===== src/design/mcc_pkg.sv =====
// constants, timing figures and state codes shared by the manchester codec files
// assumes a single 10 MHz system clock standing in for the doubled-rate oscillator
package mcc_pkg;

  // ==========================================================================
  // clock and bit timing
  // ==========================================================================
  localparam int CLK_PERIOD_NS  = 100;
  // bit rate clock is the oscillator divided by two
  localparam int OSC_DIVIDE     = 2;
  localparam int BIT_TIME_NS    = OSC_DIVIDE * CLK_PERIOD_NS;
  localparam int QUARTER_BIT_NS = BIT_TIME_NS / 4;

  // least times round up, never below one cycle
  localparam int RCLK_START_RAW = (QUARTER_BIT_NS + CLK_PERIOD_NS - 1) / CLK_PERIOD_NS;
  localparam int RCLK_START_CYC = (RCLK_START_RAW < 1) ? 1 : RCLK_START_RAW;

  // ==========================================================================
  // squelch qualification widths
  // ==========================================================================
  localparam int CARRIER_ON_NS   = 45;
  localparam int CARRIER_OFF_NS  = 200;
  localparam int COLL_ON_NS      = 20;
  localparam int COLL_OFF_NS     = 100;
  localparam int CARRIER_ON_RAW  = (CARRIER_ON_NS + CLK_PERIOD_NS - 1) / CLK_PERIOD_NS;
  localparam int CARRIER_OFF_RAW = (CARRIER_OFF_NS + CLK_PERIOD_NS - 1) / CLK_PERIOD_NS;
  localparam int COLL_ON_RAW     = (COLL_ON_NS + CLK_PERIOD_NS - 1) / CLK_PERIOD_NS;
  localparam int COLL_OFF_RAW    = (COLL_OFF_NS + CLK_PERIOD_NS - 1) / CLK_PERIOD_NS;
  localparam int CARRIER_ON_CYC  = (CARRIER_ON_RAW < 1) ? 1 : CARRIER_ON_RAW;
  localparam int CARRIER_OFF_CYC = (CARRIER_OFF_RAW < 1) ? 1 : CARRIER_OFF_RAW;
  localparam int COLL_ON_CYC     = (COLL_ON_RAW < 1) ? 1 : COLL_ON_RAW;
  localparam int COLL_OFF_CYC    = (COLL_OFF_RAW < 1) ? 1 : COLL_OFF_RAW;
  localparam int CNT_W           = 8;

  // ==========================================================================
  // values after reset, lock high-run length and receive state codes
  // ==========================================================================
  localparam logic RXD_RST    = 1'b1;
  localparam logic RCLK_RST   = 1'b0;
  localparam logic LINE_P_RST = 1'b1;
  localparam logic LINE_N_RST = 1'b0;
  localparam logic [1:0] GOOD_HIGH_RUN = 2'h2;

  typedef enum logic [1:0] {
    RX_IDLE  = 2'b00,
    RX_ACQ   = 2'b01,
    RX_RUN   = 2'b10,
    RX_DRAIN = 2'b11
  } mcc_rx_state_e;

endpackage


===== src/design/mcc_qualify.sv =====
// squelch qualifier: two-flop synchroniser then an on/off pulse-width filter
// assumes the input is an asynchronous comparator level, high meaning above threshold
`timescale 1ns/1ps
`default_nettype none
module mcc_qualify #(
  parameter int ON_CYC  = 1,
  parameter int OFF_CYC = 1,
  parameter int CW      = 8
) (
  input  wire logic i_clk_sys,
  input  wire logic i_srst,
  input  wire logic i_async,
  output logic      o_level
);

  typedef struct packed {
    logic          s1;
    logic          s2;
    logic          lvl;
    logic [CW-1:0] cnt;
  } mcc_qual_s;

  localparam logic [CW-1:0] ON_M1  = CW'(ON_CYC - 1);
  localparam logic [CW-1:0] OFF_M1 = CW'(OFF_CYC - 1);

  mcc_qual_s q_q;
  mcc_qual_s q_d;

  // ==========================================================================
  // filter
  // ==========================================================================
  always_comb begin
    q_d    = q_q;
    q_d.s1 = i_async;
    q_d.s2 = q_q.s1;
    if (q_q.s2 != q_q.lvl) begin
      // separate widths give hysteresis in time between turn on and turn off
      if (q_q.cnt >= (q_q.lvl ? OFF_M1 : ON_M1)) begin
        q_d.lvl = q_q.s2;
        q_d.cnt = '0;
      end else begin
        q_d.cnt = q_q.cnt + 1'b1;
      end
    end else begin
      q_d.cnt = '0;
    end
  end

  always_ff @(posedge i_clk_sys) begin
    if (i_srst) begin
      q_q <= '0;
    end else begin
      q_q <= q_d;
    end
  end

  assign o_level = q_q.lvl;

  property p_qual_rise;
    @(posedge i_clk_sys) disable iff (i_srst)
      $rose(q_q.lvl) |-> $past(q_q.s2) && $past(q_q.cnt) == ON_M1;
  endproperty
  a_qual_rise: assert property (p_qual_rise) else $error("level rose without qualified width");

endmodule
`default_nettype wire


===== src/design/mcc_encoder.sv =====
// manchester encoder: loads one bit per bit enable and drives the differential pair
// assumes i_bit_en pulses one cycle before every rising edge of the bit rate clock
`timescale 1ns/1ps
`default_nettype none
module mcc_encoder
  import mcc_pkg::*;
(
  input  wire logic i_clk_sys,
  input  wire logic i_srst,
  input  wire logic i_bit_en,
  input  wire logic i_tx_data,
  input  wire logic i_encode_gate,
  input  wire logic i_idle_zero,
  output logic      o_line_p,
  output logic      o_line_n,
  output logic      o_tx_active
);

  typedef struct packed {
    logic active;
    logic p;
    logic n;
  } mcc_enc_s;

  mcc_enc_s q_q;
  mcc_enc_s q_d;

  // ==========================================================================
  // bit cell generation
  // ==========================================================================
  always_comb begin
    q_d = q_q;
    if (i_bit_en) begin
      if (i_encode_gate) begin
        q_d.active = 1'b1;
        q_d.p      = ~i_tx_data; // RL12
        q_d.n      = i_tx_data;
      end else begin
        q_d.active = 1'b0; // RL19
        q_d.p      = ~i_idle_zero; // RL16
        q_d.n      = 1'b0;
      end
    end else if (q_q.active) begin
      q_d.p = ~q_q.p; // RL22
      q_d.n = ~q_q.n;
    end else begin
      // idle follows the sensed pin, so the external ramp shapes the return to zero
      q_d.p = ~i_idle_zero; // RL16
      q_d.n = 1'b0;
    end
  end

  always_ff @(posedge i_clk_sys) begin
    if (i_srst) begin
      q_q <= '{active: 1'b0, p: LINE_P_RST, n: LINE_N_RST};
    end else begin
      q_q <= q_d;
    end
  end

  assign o_line_p    = q_q.p;
  assign o_line_n    = q_q.n;
  assign o_tx_active = q_q.active;

  property p_first_half;
    @(posedge i_clk_sys) disable iff (i_srst)
      (i_bit_en && i_encode_gate) |=> (o_line_p == !$past(i_tx_data)) && (o_line_n == $past(i_tx_data));
  endproperty
  a_first_half: assert property (p_first_half) else $error("first half level wrong"); // RL12

  property p_mid_cell;
    @(posedge i_clk_sys) disable iff (i_srst)
      (i_bit_en && i_encode_gate) ##1 !i_bit_en |=> (o_line_p != $past(o_line_p)) && (o_line_n != $past(o_line_n));
  endproperty
  a_mid_cell: assert property (p_mid_cell) else $error("no mid-cell transition"); // RL22

  property p_idle_level;
    @(posedge i_clk_sys) disable iff (i_srst)
      (!i_encode_gate && (i_bit_en || !o_tx_active)) |=> !o_tx_active && !o_line_n && (o_line_p == !$past(i_idle_zero));
  endproperty
  a_idle_level: assert property (p_idle_level) else $error("idle level wrong"); // RL19

endmodule
`default_nettype wire


===== src/design/mcc_codec.sv =====
// manchester codec top: bit clock divider, transmit path, receive decoder, squelch flags
// assumes the host runs on i_clk_sys and the line, squelch and strap inputs are asynchronous
//
// Function
// [RL1] collision flag goes high when the collision input is qualified active.
// [RL2] collision flag stays low while the collision input carries nothing.
// [RL3] recovered data rests high when idle, active with clock until carrier drops.
// [RL4] recovered data changes only at recovered clock rising edges during reception.
// [RL5] carrier present low when idle, rises after turn-on qualification.
// [RL6] carrier present falls after separate turn-off qualification.
// [RL7] recovered clock held low while the receive input is idle.
// [RL8] recovered clock starts a quarter bit after second falling preamble transition; the code waits RCLK_START_CYC, rounded up to one 100 ns cycle.
// [RL9] recovered clock keeps running until end of message is detected.
// [RL10] test mode enables recovered clock and data regardless of line activity.
// [RL11] gated transmit data, taken on the bit clock, is manchester encoded.
// [RL12] data one drives positive below negative in first half, zero the reverse.
// [RL13] host raises the active-high encode gate on the bit clock to transmit.
// [RL14] bit rate clock output is symmetrical at the data rate.
// [RL15] bit rate clock is the oscillator clock divided by two.
// [RL16] idle line is positive-high for select low, zero differential for select high.
// [RL17] select pin pulled low during transmission, released at its end.
// [RL18] collision input touches nothing but the collision flag.
// [RL19] gate falling stops encoding and moves the line to selected idle.
// [RL20] clock lock only after a valid one-zero-one-zero sequence.
// [RL21] in test mode recovered clock is high during acquisition, running otherwise.
// [RL22] second half of each bit cell is the complement of the first.
`timescale 1ns/1ps
`default_nettype none
module mcc_codec
  import mcc_pkg::*;
(
  input  wire logic i_clk_sys,
  input  wire logic i_srst,
  input  wire logic i_tx_data,
  input  wire logic i_encode_gate,
  input  wire logic i_idle_style_select,
  input  wire logic i_rx_line,
  input  wire logic i_rx_squelch,
  input  wire logic i_coll_squelch,
  input  wire logic i_test_mode_n,
  output logic      o_bit_rate_clock,
  output logic      o_line_p,
  output logic      o_line_n,
  output logic      o_idle_style_select,
  output logic      o_idle_style_select_oe_n,
  output logic      o_rx_clock,
  output logic      o_rx_data,
  output logic      o_carrier_present,
  output logic      o_collision_flag
);
  import mcc_pkg::*;

  localparam logic [CNT_W-1:0] RCLK_START_W = CNT_W'(RCLK_START_CYC);

  typedef struct packed {
    logic             rx_s1;
    logic             rx_s2;
    logic             prev;
    logic             tm_s1;
    logic             tm_s2;
    logic             sel_s1;
    logic             sel_s2;
    logic             div;
    logic             ph;
    logic             rclk;
    logic             rxd;
    logic             fall_cnt;
    logic [1:0]       hi_run;
    logic [CNT_W-1:0] start_cnt;
    mcc_rx_state_e    st;
  } mcc_top_s;

  mcc_top_s q_q;
  mcc_top_s q_d;

  logic carrier;
  logic tx_active;
  logic bit_en;
  logic tm;
  logic fall;
  logic good_fall;

  // ==========================================================================
  // squelch qualifiers
  // ==========================================================================
  mcc_qualify #(
    .ON_CYC  (CARRIER_ON_CYC),
    .OFF_CYC (CARRIER_OFF_CYC),
    .CW      (CNT_W)
  ) u_carrier (
    .i_clk_sys (i_clk_sys),
    .i_srst    (i_srst),
    .i_async   (i_rx_squelch),
    .o_level   (carrier)
  ); // RL5 RL6

  // collision path feeds only its own flag; no data-path logic reads it
  mcc_qualify #(
    .ON_CYC  (COLL_ON_CYC),
    .OFF_CYC (COLL_OFF_CYC),
    .CW      (CNT_W)
  ) u_collision (
    .i_clk_sys (i_clk_sys),
    .i_srst    (i_srst),
    .i_async   (i_coll_squelch),
    .o_level   (o_collision_flag)
  ); // RL1 RL2 RL18

  // ==========================================================================
  // transmit path
  // ==========================================================================
  // host logic on i_clk_sys samples on the edge where the bit clock rises
  assign bit_en = ~q_q.div; // RL11 RL13

  mcc_encoder u_encoder (
    .i_clk_sys     (i_clk_sys),
    .i_srst        (i_srst),
    .i_bit_en      (bit_en),
    .i_tx_data     (i_tx_data),
    .i_encode_gate (i_encode_gate),
    .i_idle_zero   (q_q.sel_s2),
    .o_line_p      (o_line_p),
    .o_line_n      (o_line_n),
    .o_tx_active   (tx_active)
  ); // RL11

  // open collector: only ever pulls low, enable active low
  assign o_idle_style_select      = 1'b0;
  assign o_idle_style_select_oe_n = ~tx_active; // RL17

  // ==========================================================================
  // receive decoder
  // ==========================================================================
  assign tm        = q_q.tm_s2;
  assign fall      = q_q.prev & ~q_q.rx_s2;
  // a fall that ends a high run of two half cells is a one followed by a zero
  assign good_fall = fall && (q_q.hi_run == GOOD_HIGH_RUN); // RL20

  always_comb begin
    q_d        = q_q;
    q_d.rx_s1  = i_rx_line;
    q_d.rx_s2  = q_q.rx_s1;
    q_d.prev   = q_q.rx_s2;
    q_d.tm_s1  = ~i_test_mode_n;
    q_d.tm_s2  = q_q.tm_s1;
    q_d.sel_s1 = i_idle_style_select;
    q_d.sel_s2 = q_q.sel_s1;
    q_d.div    = ~q_q.div; // RL14 RL15
    if (q_q.rx_s2) begin
      q_d.hi_run = (q_q.hi_run == 2'h3) ? q_q.hi_run : q_q.hi_run + 2'h1;
    end else begin
      q_d.hi_run = 2'h0;
    end
    case (q_q.st)
      RX_IDLE: begin
        if (tm) begin
          q_d.rclk = ~q_q.rclk; // RL10
          if (!q_q.rclk) begin
            q_d.rxd = q_q.rx_s2;
          end
        end else begin
          q_d.rclk = 1'b0; // RL7
          q_d.rxd  = 1'b1; // RL3
        end
        if (carrier) begin
          q_d.st       = RX_ACQ;
          q_d.fall_cnt = 1'b0;
        end
      end
      RX_ACQ: begin
        q_d.rclk = tm; // RL21 RL7
        if (!tm) begin
          q_d.rxd = 1'b1; // RL3
        end
        if (!carrier) begin
          q_d.st = RX_IDLE;
        end else if (good_fall) begin
          if (q_q.fall_cnt) begin
            q_d.st        = RX_RUN; // RL8 RL20
            q_d.start_cnt = RCLK_START_W;
            q_d.ph        = 1'b0;
          end else begin
            q_d.fall_cnt = 1'b1;
          end
        end else if (fall) begin
          q_d.fall_cnt = 1'b0; // RL20
        end
      end
      RX_RUN: begin
        q_d.ph = ~q_q.ph;
        if (q_q.start_cnt != '0) begin
          q_d.start_cnt = q_q.start_cnt - 1'b1; // RL8
        end
        if (!carrier) begin
          q_d.st = RX_DRAIN; // RL9
        end else if (q_q.start_cnt == '0) begin
          // clock rises on second-half samples, data taken on that same edge
          q_d.rclk = q_q.ph; // RL9
          if (q_q.ph) begin
            q_d.rxd = q_q.rx_s2; // RL4
          end
        end else begin
          q_d.rclk = 1'b0;
        end
      end
      RX_DRAIN: begin
        // one cycle to close the last clock high after carrier has dropped
        q_d.rclk = 1'b0; // RL9
        q_d.rxd  = 1'b1; // RL3
        q_d.st   = RX_IDLE;
      end
      default: begin
        q_d.st = RX_IDLE;
      end
    endcase
  end

  always_ff @(posedge i_clk_sys) begin
    if (i_srst) begin
      q_q      <= '0;
      q_q.rclk <= RCLK_RST;
      q_q.rxd  <= RXD_RST;
      q_q.st   <= RX_IDLE;
    end else begin
      q_q <= q_d;
    end
  end

  assign o_bit_rate_clock  = q_q.div;
  assign o_rx_clock        = q_q.rclk;
  assign o_rx_data         = q_q.rxd;
  assign o_carrier_present = carrier;

  // ==========================================================================
  // assertions
  // ==========================================================================
  property p_idle_data_high;
    @(posedge i_clk_sys) disable iff (i_srst)
      (q_q.st == RX_IDLE && !tm && $past(q_q.st) == RX_IDLE && !$past(tm)) |-> o_rx_data;
  endproperty
  a_idle_data_high: assert property (p_idle_data_high) else $error("idle data not high"); // RL3

  property p_idle_clock_low;
    @(posedge i_clk_sys) disable iff (i_srst)
      (q_q.st == RX_IDLE && !tm && $past(q_q.st) == RX_IDLE && !$past(tm)) |-> !o_rx_clock;
  endproperty
  a_idle_clock_low: assert property (p_idle_clock_low) else $error("idle clock not low"); // RL7

  property p_data_on_rise;
    @(posedge i_clk_sys) disable iff (i_srst)
      (q_q.st == RX_RUN && $past(q_q.st) == RX_RUN && $changed(o_rx_data)) |-> $rose(o_rx_clock);
  endproperty
  a_data_on_rise: assert property (p_data_on_rise) else $error("data moved off clock rise"); // RL4

  property p_no_carrier_stay_idle;
    @(posedge i_clk_sys) disable iff (i_srst)
      (q_q.st == RX_IDLE && !carrier) |=> q_q.st == RX_IDLE;
  endproperty
  a_no_carrier_stay_idle: assert property (p_no_carrier_stay_idle) else $error("left idle without carrier"); // RL5

  property p_carrier_end;
    @(posedge i_clk_sys) disable iff (i_srst)
      (q_q.st == RX_RUN && !carrier) |=> (q_q.st == RX_DRAIN) ##1 (q_q.st == RX_IDLE && !o_rx_clock && o_rx_data);
  endproperty
  a_carrier_end: assert property (p_carrier_end) else $error("end of message not closed"); // RL6

  property p_clock_runs;
    @(posedge i_clk_sys) disable iff (i_srst)
      (q_q.st == RX_RUN && $past(q_q.st) == RX_RUN && $past(q_q.st, 2) == RX_RUN &&
       $past(q_q.start_cnt) == '0 && $past(q_q.start_cnt, 2) == '0) |-> (o_rx_clock != $past(o_rx_clock));
  endproperty
  a_clock_runs: assert property (p_clock_runs) else $error("recovered clock stalled"); // RL9

  property p_lock_start;
    @(posedge i_clk_sys) disable iff (i_srst)
      (q_q.st == RX_ACQ && carrier && good_fall && q_q.fall_cnt) |=>
        (q_q.st == RX_RUN && q_q.start_cnt == RCLK_START_W && o_rx_clock == tm);
  endproperty
  a_lock_start: assert property (p_lock_start) else $error("lock start wrong"); // RL8

  property p_lock_needs_pattern;
    @(posedge i_clk_sys) disable iff (i_srst)
      (q_q.st == RX_RUN && $past(q_q.st) == RX_ACQ) |-> ($past(good_fall) && $past(q_q.fall_cnt));
  endproperty
  a_lock_needs_pattern: assert property (p_lock_needs_pattern) else $error("locked without pattern"); // RL20

  property p_test_free_clock;
    @(posedge i_clk_sys) disable iff (i_srst)
      (tm && q_q.st == RX_IDLE) |=> (o_rx_clock != $past(o_rx_clock));
  endproperty
  a_test_free_clock: assert property (p_test_free_clock) else $error("test clock not running"); // RL10

  property p_test_acq_high;
    @(posedge i_clk_sys) disable iff (i_srst)
      (tm && q_q.st == RX_ACQ) |=> o_rx_clock;
  endproperty
  a_test_acq_high: assert property (p_test_acq_high) else $error("test acquisition clock not high"); // RL21

  property p_select_pull;
    @(posedge i_clk_sys) disable iff (i_srst)
      (bit_en && i_encode_gate) |=> !o_idle_style_select_oe_n;
  endproperty
  a_select_pull: assert property (p_select_pull) else $error("select not pulled during transmit"); // RL17

  property p_bit_clock;
    @(posedge i_clk_sys) disable iff (i_srst)
      o_bit_rate_clock |=> !o_bit_rate_clock ##1 o_bit_rate_clock;
  endproperty
  a_bit_clock: assert property (p_bit_clock) else $error("bit clock not half rate"); // RL15

  c_lock:       cover property (@(posedge i_clk_sys) disable iff (i_srst) q_q.st == RX_ACQ ##1 q_q.st == RX_RUN);
  c_msg_end:    cover property (@(posedge i_clk_sys) disable iff (i_srst) q_q.st == RX_DRAIN);
  c_test_acq:   cover property (@(posedge i_clk_sys) disable iff (i_srst) tm && q_q.st == RX_ACQ);
  c_tx_end:     cover property (@(posedge i_clk_sys) disable iff (i_srst) $fell(tx_active));
  c_collision:  cover property (@(posedge i_clk_sys) disable iff (i_srst) $rose(o_collision_flag));

endmodule
`default_nettype wire


===== config.mk =====
export PLATFORM = sky130hd
export DESIGN_NAME = mcc_codec
export DESIGN_NICKNAME = d
export VERILOG_FILES = /design/src/design/mcc_pkg.sv /design/src/design/mcc_qualify.sv /design/src/design/mcc_encoder.sv /design/src/design/mcc_codec.sv
export SDC_FILE = /design/constraint.sdc
export NUM_CORES = 1
export LEC_CHECK = 0
export BUFFER_PORTS_ARGS = -buffer_cell sky130_fd_sc_hd__clkbuf_2
export CAP_MARGIN = 25
export CORE_ASPECT_RATIO = 1.75
export CORE_MARGIN = 3
export CORE_UTILIZATION = 30
export CTS_CLUSTER_DIAMETER = 30
export DETAILED_ROUTE_END_ITERATION = 6
export GPL_TIMING_DRIVEN = 0
export HOLD_SLACK_MARGIN = 0.06
export PLACE_DENSITY_LB_ADDON = 0.25
export SYNTH_ARGS = -nofsm -noshare
export SYNTH_HDL_FRONTEND = slang
export SYNTH_SLANG_ARGS = --single-unit

===== constraint.sdc =====
create_clock -name i_clk_sys -period 2.7 [get_ports i_clk_sys]
set_input_delay 0.135 -clock i_clk_sys [delete_from_list [all_inputs] [get_ports i_clk_sys]]
set_output_delay 0.135 -clock i_clk_sys [all_outputs]
set_load 0.05 [all_outputs]

; Yosys cells after proc, flatten, opt, wreduce, memory -nomap -nowiden
; Index checks and enable logic that the tools add are counted.
[word_totals]
register_bits = 49
in_bits = 9
out_inout_bits = 9
word_cells = 112
[classes]
n_addsub = 4
magnitude_cmp = 2
eq_ne = 21
muxes = 30
bitwise = 13
reduce_logical = 16
[op_table]
columns = cell, count
row1 = $mux W10, 2
row2 = $add A8 B1 Y8 const B, 2
row3 = $mux W8, 2
row4 = $pmux W2 S4, 2
row5 = $pmux W8 S2, 1
row6 = $mux W2, 7
row7 = $ne A2 B2 Y1 const B, 7
row8 = $mux W1, 13
row9 = $ne A3 B3 Y1 const B, 4
row10 = $not A1 Y1, 12
row11 = $reduce_and A4 Y1, 3
row12 = $reduce_and A5 Y1, 2
row13 = $eq A2 B2 Y1 const B, 4
row14 = $ge A8 B1 Y1 const B, 1
row15 = $ge A8 B8 Y1, 1
row16 = $logic_not A8 Y1, 1
row17 = $reduce_bool A8 Y1, 1
row18 = $sub A8 B1 Y8 const B, 1
row19 = $ne A2 B1 Y1 const B, 3
row20 = $reduce_or A3 Y1, 2
row21 = $pmux W1 S2, 2
row22 = $reduce_and A2 Y1, 2
row23 = $reduce_bool A2 Y1, 2
row24 = $mux W3, 1
row25 = other kinds (7), 8

; Logic depth before layout (Yosys ltp)
; Gate-level depths: netlist of run 1.
[depth]
ltp_word = 6
depth_mapped = 6

; Modules after synthesis
; A second synthesis of run 1 with hierarchy kept.
[unflattened]
hier_cells = 178
hier_area_um2 = 1715.4
[modules_own_cells]
columns = mod, n_inst, cells_each, area_each_um2, seq_area_each_um2
row1 = mcc_codec, 1, 128, 1136.1, 480.5
row2 = mcc_qualify (u_carrier), 1, 31, 367.9, 220.2
row3 = mcc_encoder, 1, 13, 132.6, 60.1
row4 = mcc_qualify (u_collision), 1, 6, 78.8, 60.1

; Worst setup path before layout of run 1
; OpenSTA, ideal clock, no wires.
[synth_timing]
path_type = reg-to-reg
start = register u_carrier.q_q (netlist bit u_carrier.o_level)
end = register u_carrier.q_q[2] in the netlist's numbering
setup_ps = 64
t_arrival_ps = 1750
path_slack_ps = 886
stages_incl_launch_ff = 6
path_buffers = 0
synth_period_minus_slack_ps = 1814
cell_sequence = dfxtp_1 -> ha_1 -> nor2_1 -> nand4_1 -> or3_1 -> nor2_1
[synth_via]
elab_chain_len = 3
[synth_lines]
columns = element, line_no
row1 = start: declaration, mcc_qualify.sv:26  ; mcc_qual_s q_q;
row2 = start signal: assignment, mcc_qualify.sv:53  ; q_q <= q_d;
row3 = $mux W1 or $ne A1 B1 Y1 (tied branches), "mcc_qualify.sv:38, mcc_qualify.sv:36"
row4 = $ge A8 B8 Y1 or $not A1 Y1 (tied branches), --
row5 = $reduce_or A3 Y1 (no line) *, --
; Mark *: on every way between the ends. The rest lies on a longest branch, timed or not.
; A chain may end at the register's enable or synchronous reset.

; Worst setup path in the final report of run 1
[layout_timing]
start = register q_q[2] in the netlist's numbering
end = register q_q (netlist bit o_rx_data)
[layout_via]
elab_chain_len = 3
[layout_lines]
columns = element, line_no
row1 = start: declaration, mcc_codec.sv:73  ; mcc_top_s q_q;
row2 = start signal: assignment, mcc_codec.sv:225  ; q_q <= q_d;
row3 = $logic_not A8 Y1, mcc_codec.sv:196  ; end else if (q_q.start_cnt == '0) begin
row4 = $ne A2 B2 Y1 (no line), --
row5 = $reduce_and A5 Y1 (no line), --
; Every way passes these cells.

==> flow_summary_export.csv, run 1 <==
group,metric,value,unit
critical_path,critical_path.max_fanout,4,
drt,routed_via_density,4.834,
pwr,vdd_ir_drop_max,0.2972,mV
place,finalWeightedCongestion,0.7250,
drt,drtIter0Drc,27,
global_route,initial_antenna_violation_count,0,
global_route,globalRoute.totalOverflow,0,
drt,drc,0,
clock_network,ctsResizeCount,0,
drt,count_of_tritonroute_iterations_in_the_first_routing_pass,4,
floorplanning,fp-row-count,35,
floorplanning,dieArea,6417,sq um
synthesis,dominantRegCellSynth,"dfxtp_1",
layout,layout.nets,218,
floorplanning,core_area,5255,sq um
synthesis,synth-adder-area-share,0.04584,
global_route,global_route_wire_length_before_repair,5161,um
timing,totalNegativeSetupSlack,0,ps
global_route,maximum_number_of_pins_on_one_net_before_global_route_repair,14,
synthesis,synth.avg_cell_area,9.578,sq um
clock_network,clock_tree.htree_level_count,2,
drt,finalWirelength,2998,um
run_status,outcome,"completed",
floorplanning,die_width,61.86,um
synthesis,synth.distinct_cells,43,
floorplanning,ios,18,
place,port-buffer-count,16,
timing,whs,71.94,ps
clock_network,post-cts-setup-buffer-count,0,
drt,antenna_left,0,
timing,hold_violations,0,
critical_path,crit_arrival,2060,ps
critical_path,path_class,"reg2reg",
timing,clock.fmax,542.7,MHz
synthesis,synth_enable_flop_cells,0,
layout,drive_gt1_frac,0.1520,
timing,pins_over_slew_limit,0,
timing,worstMarginPinSlew,500.8,ps
timing,shortest_period_the_worst_path_allows,1843,ps
critical_path,critPathLaunchType,"register",
synthesis,synth-compound-area-share,0.09626,
synthesis,combinational_family_with_the_most_area_after_synthesis,"simple AND/OR/NAND/NOR gates",
critical_path,kind_of_capture_point_of_the_worst_setup_path,"register",
clock_network,cts_inserted_buffers,5,
critical_path,crit_required,2910,ps
drt,detail_route.wl_per_cell,11.58,um
drt,via_count,1252,
synthesis,ys_ff_latch,41,
clock_network,clock_slew_seen_by_the_registers_of_the_worst_setup_and_hold_paths,80,ps
synthesis,synth-async-reset-ratio,0,
layout,syn2layout_area_growth,20.02,%
clock_network,cts_sinks,41,
floorplanning,fp.dieH,103.7,um
synthesis,syn-cell-area,1638,sq um
synthesis,synthMuxAreaShare,0.02445,
floorplanning,initial_core_util,0.3117,
layout,top_library_cells_by_usage_in_the_layout_fill_and_taps_aside,"41 x dfxtp_1, 22 x nor2_1, 16 x clkbuf_2",
place,hpwl,2232,um
synthesis,portion_of_the_post_synthesis_area_used_by_sequential_elements,0.5011,
clock_network,worstSkewPairLatency,290,ps
layout,final_common_cell,"dfxtp_1",
clock_network,cts_hold_buffers,4,
layout,layout.filler_cells,553,
synthesis,post_synth_and_or_nand_nor_area_fraction,0.2552,
timing,grt_setup_unrepaired,"no",
synthesis,post_synth_xor_area_fraction,0.02674,
flow_run,drv_cap,0,
timing,setup_viol_count_final,0,
timing,slew_headroom,0.6662,
clock_network,cts_tree,"yes",
clock_network,cts_root_buffer,"clkbuf_8",
synthesis,post_synth_inst_count,171,
place,worst_slack_after_detailed_placement,857.6,ps
global_route,grt_usage,0.1055,
clock_network,cts.path.max_buffers,2,
layout,finalCoreUtilization,0.3740,
hold_path,min_path_type,"in2reg",
pwr,power.density,616.8,nW/um^2
synthesis,yosysWarnings,0,
global_route,first_global_vias,1187,
timing,worst_slack,857.4,ps
pwr,p_leak,0.0008105,uW
layout,antenna-diode-count,0,
timing,timing.final.crit_share,0.6825,
timing,fin_worst_skew,7.532,ps
critical path, stage by stage, from the launching register on:
cell	delay [ps]
dfxtp_1	340
inv_1	80
ha_1	200
nor3b_1	400
a21oi_1	210
a311oi_1	320
mux2i_1	220
synth_stat cells (all sizes together) (4+ instances only):
master  instances  area (sq um)
a21oi          11         55.05
buf             4         33.78
dfxtp          41         820.8
ha              6         75.07
inv            10         37.54
mux2i           4         40.04
nand2           5         18.77
nand2b          5         38.78
nor2           22         82.58
nor2b          12         75.07
nor4            4         25.02
o31ai           4         30.03
or4             4         33.78
xnor2           4         35.03
cell type report:
| cell class | count | area (sq um) | area share |
|---|---|---|---|
| plain buffers | 6 | 41.29 | 0.02101 |
| flip-flops and latches | 41 | 820.8 | 0.4176 |
| multi-input cells | 119 | 757.0 | 0.3851 |
| clock buffers | 6 | 82.58 | 0.04201 |
| clock inverters | 2 | 37.54 | 0.01910 |
| well taps | 55 | 68.82 | 0.03501 |
| repair buffers | 20 | 120.1 | 0.06111 |
| inverters | 10 | 37.54 | 0.01910 |
stage by stage:
stage               cell area (sq um)  power [uW]  instances
floorplan                        1657       695.5        176
finish                           1966        1212        259
detailed placement               1805       717.0        247
CTS                              1966        1236        259
global route                     1966        1264        259
global placement                 1805       716.1        247
worst paths after layout:
path / start / end / slack [ps] / cells past startpoint
setup / recovery: q_q[2]$_SDFFE_PP0P_ / o_rx_data$_SDFFE_PP1P_ / 860 / 6
hold / removal: i_coll_squelch / u_collision.q_d[9]$_SDFF_PP0_ / 70 / 2
setup reg to reg: q_q[2]$_SDFFE_PP0P_ / o_rx_data$_SDFFE_PP1P_ / 860 / 6
hold reg to reg: u_collision.q_q[9]$_SDFF_PP0_ / u_collision.o_level$_SDFFE_PP0P_ / 440 / 1
report_power, final:
part | switching [uW] | leakage, uW | internal, uW
clock | 206 | 0.0000574 | 300
sequential | 9.17 | 0.000336 | 622
combinational | 46.1 | 0.000417 | 28.5
total | 262 | 0.000810 | 951
logic make-up (layout without fill, tap and decap cells):
kind of cell | Yosys count | in the layout
adders and majority gates | 6 | 6
buffers and inverters | 16 | 44
muxes | 4 | 4
other | 1 | 6
DFF | 41 | 41
AOI/OAI and AO/OA | 25 | 25
xor gates and xnor gates | 5 | 5
and+or+nand+nor | 73 | 73
registers in the layout, indices dropped and copies added, names as in the netlist, named ones only:
| register | cells |
|---|---|
| o_bit_rate_clock | 1 |
| o_rx_clock | 1 |
| o_rx_data | 1 |
| q_d | 4 |
| q_q | 15 |
| tm | 1 |
| u_carrier.o_level | 1 |
| u_carrier.q_d | 1 |
| u_carrier.q_q | 9 |
| u_collision.o_level | 1 |
| u_collision.q_d | 1 |
| u_collision.q_q | 1 |
| u_encoder.o_line_n | 1 |
| u_encoder.o_line_p | 1 |
| u_encoder.o_tx_active | 1 |
layer usage:
layer | share of wire | up-vias | GRT usage
met3 | 0.027 | 5 | 0.02618
met1 | 0.41 | 584 | 0.1109
li1 | - | 642 | -
met4 | 0.021 | 0 | 0.04552
met2 | 0.54 | 21 | 0.1859
met5 | 0 | - | 0
(Power assumes the default switching activity.)
==> run 2, diff against run 1 <==
ABC_AREA = 1   (was default)
clock period = 1.6 ns   (was 2.7 ns; I/O delays follow)
==> flow_summary_export.csv, run 2 <==
group,metric,value,unit
run_status,outcome,"completed",
floorplanning,fp.dieH,107.7,um
timing,setup_viol_count_final,0,
synthesis,combinational_family_with_the_most_area_after_synthesis,"simple AND/OR/NAND/NOR gates",
clock_network,cts.path.max_buffers,2,
synthesis,synth-adder-area-share,0.04234,
clock_network,cts_root_buffer,"clkbuf_8",
pwr,vdd_ir_drop_max,0.2805,mV
synthesis,synth_top_cells_by_area,"dfxtp_1 46%, nor2_1 9.3%, inv_1 7.6%",
drt,topRoutingLayerUsed,"met4",
clock_network,cts_inserted_buffers,5,
synthesis,synth-async-reset-ratio,0,
floorplanning,fp-row-count,36,
synthesis,synth.avg_cell_area,7.776,sq um
drt,drtIter0Drc,61,
floorplanning,die_width,64.11,um
flow_run,drv_cap,0,
critical_path,crit_arrival,1600,ps
place,port-buffer-count,15,
synthesis,synth_largest_area_cell,"dfxtp_1",
layout,syn2layout_area_growth,18.21,%
synthesis,synth-compound-area-share,0.1066,
synthesis,portion_of_the_post_synthesis_area_used_by_sequential_elements,0.4629,
synthesis,ys_ff_latch,41,
synthesis,dominantRegCellSynth,"dfxtp_1",
critical_path,critical_path.max_fanout,8,
synthesis,post_synth_xor_area_fraction,0.01976,
layout,final_common_cell,"nor2_1",
critical_path,path_class,"reg2reg",
global_route,maximum_number_of_pins_on_one_net_before_global_route_repair,13,
synthesis,yosysTopAreaCellShare,0.4629,
global_route,initial_antenna_violation_count,0,
floorplanning,ios,18,
layout,top_library_cells_by_usage_in_the_layout_fill_and_taps_aside,"44 x nor2_1, 40 x dfxtp_1, 35 x inv_1",
critical_path,crit_required,1760,ps
place,finalWeightedCongestion,0.7684,
synthesis,synthMuxAreaShare,0,
global_route,global_route_wire_length_before_repair,5885,um
drt,wirelength_met1,1301,um
drt,routed-wl-met2,1871,um
clock_network,cts_tree,"yes",
layout,finalCoreUtilization,0.3722,
drt,via_count,1461,
layout,drive_gt1_frac,0.1724,
synthesis,yosysWarnings,0,
layout,antenna-diode-count,0,
synthesis,synth.distinct_cells,32,
drt,routed_via_density,4.335,
drt,detail_route.wl_per_cell,10.08,um
floorplanning,initial_core_util,0.3149,
clock_network,clock_tree.htree_level_count,2,
synthesis,synth_enable_flop_cells,0,
timing,shortest_period_the_worst_path_allows,1435,ps
global_route,globalRoute.totalOverflow,0,
synthesis,synthMostInstantiatedCell,"nor2_1",
drt,finalWirelength,3397,um
global_route,grt_usage,0.1087,
layout,largest_register_ffs,15,
pwr,p_leak,0.0009278,uW
drt,met3WireLength,64,um
clock_network,cts_sinks,41,
timing,fin_worst_skew,3.130,ps
critical_path,critPathLaunchType,"register",
timing,worst_slack,164.9,ps
synthesis,synth_commonest_cells,"44 x nor2_1, 41 x dfxtp_1, 36 x inv_1, 30 x nand2_1, 11 x a21oi_1",
clock_network,clock_slew_seen_by_the_registers_of_the_worst_setup_and_hold_paths,80,ps
place,worst_slack_after_detailed_placement,106.0,ps
drt,drc,0,
clock_network,worstSkewPairLatency,290,ps
global_route,first_global_vias,1377,
hold_path,min_path_type,"in2reg",
pwr,power.density,880.9,nW/um^2
layout,largest_register,"q_q",
critical_path,kind_of_capture_point_of_the_worst_setup_path,"register",
timing,whs,77.72,ps
timing,clock.fmax,696.8,MHz
layout,layout.nets,275,
drt,antenna_left,0,
floorplanning,dieArea,6904,sq um
timing,totalNegativeSetupSlack,0,ps
synthesis,syn-cell-area,1773,sq um
timing,pins_over_slew_limit,0,
clock_network,post-cts-setup-buffer-count,0,
drt,count_of_tritonroute_iterations_in_the_first_routing_pass,4,
synthesis,post_synth_inst_count,228,
place,hpwl,2597,um
timing,hold_violations,0,
floorplanning,core_area,5630,sq um
synthesis,post_synth_and_or_nand_nor_area_fraction,0.2696,
timing,timing.final.crit_share,0.8969,
timing,grt_setup_unrepaired,"no",
==> run 2: cell count changes after synthesis, moves of 4 or more <==
cell | before | now
a21oi_2 | 0 | 4
inv_1 | 10 | 36
mux2i_1 | 4 | 0
nand2_1 | 5 | 30
nand2b_1 | 4 | 0
nand3_1 | 1 | 9
nand4_1 | 2 | 6
nor2_1 | 22 | 44
nor2b_1 | 12 | 0
nor4_1 | 4 | 0
o21ai_0 | 2 | 8
o31ai_1 | 4 | 0
==> run 2: critical path: stages, from the launching register on <==
cell and delay (ps):
dfxtp_1 330, inv_1 90, ha_1 170, nand3_1 150, nor2_2 140, nand2_2 110, nand2_4 130, inv_2 60
nand2_1 70, a21oi_2 50
==> run 2: per-layer routing <==
layer | track usage | up-vias
met5 | 0 | -
met4 | 0.07564 | 0
met3 | 0.01985 | 14
met2 | 0.2050 | 24
met1 | 0.1021 | 646
li1 | - | 777
==> run 2: stage by stage <==
stage                     cells  cell area [sq um]  power (uW)
after floorplan             233               1793        1178
after global placement      324               1963        1212
after detailed placement    324               1963        1214
after CTS                   337               2096        1871
after global routing        337               2096        1936
final                       337               2096        1846
==> run 2: final cells by class <==
type	instances	area, sq um
Sequential cell	41	822.0
Buffer	4	20.02
Tap cell	76	95.09
Clock buffer	6	72.57
Fill cell	594	3535
Clock inverter	2	10.01
Timing Repair Buffer	20	125.1
Multi-Input combinational cell	149	799.5
Inverter	39	151.4
==> run 2: report_power, final <==
| group | internal (uW) | switching [uW] | total (uW) | leakage [uW] |
|---|---|---|---|---|
| clock | 303 | 347 | 650 | 0.0000450 |
| combinational | 42.8 | 87.0 | 130 | 0.000546 |
| sequential | 1050 | 15.9 | 1070 | 0.000336 |
| total | 1400 | 450 | 1850 | 0.000928 |
==> run 2: cells by family after synthesis <==
family	count (synthesis)
compound gates	29
simple gates	104
buf+inv	43
xor+xnor	4
other cells	1
flops	41
fa+ha+maj	6
==> run 2: path summary, 6_finish.rpt <==
path | startpoint | endpoint | slack (ps) | cells past startpoint
max reg2reg | q_q[3]$_SDFFE_PP0P_ | q_q[6]$_SDFFE_PP0P_ | 160 | 9
max | q_q[3]$_SDFFE_PP0P_ | q_q[6]$_SDFFE_PP0P_ | 160 | 9
min reg2reg | q_d[17]$_SDFF_PP0_ | q_q[17]$_SDFF_PP0_ | 400 | 2
min | i_encode_gate | u_encoder.o_tx_active$_SDFFE_PP0N_ | 80 | 3
==> run 2: repair_timing <==
action	in CTS	in global routing
gates resized for setup	0	1
hold endpoints to repair	5	0
endpoints found under the setup margin	0	4
hold buffers	5	0
==> run 3, diff against run 2 <==
CORE_UTILIZATION = 45   (was 30)
CTS_BUF_LIST = sky130_fd_sc_hd__clkbuf_8   (was default)
==> flow_summary_export.csv, run 3 (synthesized netlist as in run 2, its figures left out) <==
group,metric,value,unit
run_status,outcome,"completed",
critical_path,crit_arrival,1600,ps
critical_path,critical_path.max_stage_delay,300,ps
drt,antenna_left,0,
clock_network,ctsResizeCount,0,
floorplanning,fp.dieH,89.04,um
critical_path,cp_slowest_cell,"dfxtp_1",
layout,syn2layout_area_growth,15.60,%
timing,pins_over_slew_limit,0,
clock_network,cts_inserted_buffers,5,
global_route,first_global_vias,1312,
timing,hold_violations,0,
clock_network,clock_tree.htree_level_count,2,
critical_path,kind_of_capture_point_of_the_worst_setup_path,"register",
drt,drtIter0Drc,10,
timing,shortest_period_the_worst_path_allows,1435,ps
place,finalWeightedCongestion,0.8800,
global_route,maximum_number_of_pins_on_one_net_before_global_route_repair,12,
pwr,p_leak,0.0009223,uW
clock_network,worstSkewPairLatency,290,ps
flow_run,drv_cap,0,
critical_path,crit_required,1760,ps
critical_path,path_class,"reg2reg",
global_route,grt_usage,0.1578,
floorplanning,initial_core_util,0.4790,
layout,antenna-diode-count,0,
drt,drc,0,
floorplanning,fp-row-count,29,
global_route,globalRoute.totalOverflow,0,
clock_network,cts_tree,"yes",
layout,largest_register,"q_q",
timing,totalNegativeSetupSlack,0,ps
critical_path,critPathLaunchType,"register",
clock_network,cts.path.max_buffers,2,
floorplanning,ios,18,
layout,final_common_cell,"nor2_1",
pwr,total_power,1809,uW
timing,grt_setup_unrepaired,"no",
floorplanning,die_width,53.45,um
layout,sequential_cell_area,822.0,sq um
global_route,initial_antenna_violation_count,0,
layout,layout.nets,275,
drt,detail_route.wl_per_cell,10.42,um
drt,finalWirelength,3178,um
drt,via_count,1427,
timing,setup_viol_count_final,0,
critical_path,crit_path_cell_trace,"inv_1, ha_1, nand3_1, nor2_2, nand2_2, nand2_4, inv_2, nand2_1, a21oi_2",
floorplanning,dieArea,4759,sq um
layout,layout.filler_cells,361,
hold_path,min_path_type,"in2reg",
critical_path,critical_path.max_fanout,8,
clock_network,clock_slew_seen_by_the_registers_of_the_worst_setup_and_hold_paths,70,ps
timing,fin_worst_skew,3.610,ps
layout,footprint_of_the_multi_input_gates,799.5,sq um
layout,largest_register_ffs,15,
clock_network,cts_root_buffer,"clkbuf_8",
drt,routed_via_density,4.679,
timing,timing.final.crit_share,0.8970,
layout,top_library_cells_by_usage_in_the_layout_fill_and_taps_aside,"44 x nor2_1, 40 x dfxtp_1, 36 x inv_1",
floorplanning,core_area,3701,sq um
clock_network,cts_sinks,41,
place,port-buffer-count,15,
drt,count_of_tritonroute_iterations_in_the_first_routing_pass,4,
timing,clock.fmax,696.8,MHz
pwr,vdd_ir_drop_max,0.6931,mV
layout,drive_gt1_frac,0.1660,
pwr,power.density,882.7,nW/um^2
global_route,global_route_wire_length_before_repair,5368,um
place,hpwl,2410,um
==> run 3: worst paths after layout <==
check / startpoint / endpoint / slack, ps / depth (start not counted)
worst max register to register: q_q[2]$_SDFFE_PP0P_ / q_q[6]$_SDFFE_PP0P_ / 160 / 9
worst min register to register: u_collision.q_q[9]$_SDFF_PP0_ / u_collision.o_level$_SDFFE_PP0P_ / 410 / 2
worst min-delay path: i_encode_gate / u_encoder.o_tx_active$_SDFFE_PP0N_ / 90 / 3
worst max-delay path: q_q[2]$_SDFFE_PP0P_ / q_q[6]$_SDFFE_PP0P_ / 160 / 9
==> run 3: repair_timing <==
item | CTS | global route
hold buffers | 5 | 0
buffers inserted | 0 | 0
endpoints found under the hold margin | 5 | 0
==> run 3: power breakdown <==
part / switching (uW) / total [uW] / internal, uW / leakage, uW
registers: 15.7 / 1070 / 1050 / 0.000336
clock network: 325 / 612 / 287 / 0.0000399
logic: 87.2 / 130 / 42.9 / 0.000546
total: 428 / 1810 / 1380 / 0.000922
==> run 3: critical path: cells and delay by family, from the launching register on <==
kind | cells | cell delay [ps]
adders and majority gates | 1 | 160
DFF | 1 | 300
AOI/OAI and AO/OA | 1 | 50
buffers and inverters | 2 | 190
and+or+nand+nor | 5 | 610
==> run 3: routing by layer <==
metal,track usage,vias to the layer above,routed length [um]
li1,-,769,-
met5,0,-,0
met3,0.04007,6,81
met1,0.1411,640,1229
met2,0.2961,12,1769
met4,0.1023,0,97
==> run 3: metrics by stage <==
step / setup slack (ps) / std cells / hold WS [ps] / utilization / cell area [sq um]
2_1_floorplan: 233.2 / 233 / 146.7 / - / 1793
3_3_place_gp: 148.7 / 294 / 233.3 / 0.5203 / 1926
3_5_place_dp: 150.4 / 294 / 234.1 / 0.5203 / 1926
4_1_cts: 134.7 / 305 / 71.39 / 0.5538 / 2049
5_1_grt: 9.336 / 305 / 83.44 / 0.5538 / 2049
6_report: 164.8 / 305 / 87.20 / 0.5538 / 2049
==> run 3: area by class of cell <==
class                           instances  share of cell area
Sequential cell                        41              0.4011
Tap cell                               46             0.02808
Clock buffer                            5             0.03358
Timing Repair Buffer                   20             0.06105
Multi-Input combinational cell        149              0.3901
Inverter                               39             0.07387
Clock inverter                          1            0.002442
Buffer                                  4            0.009768
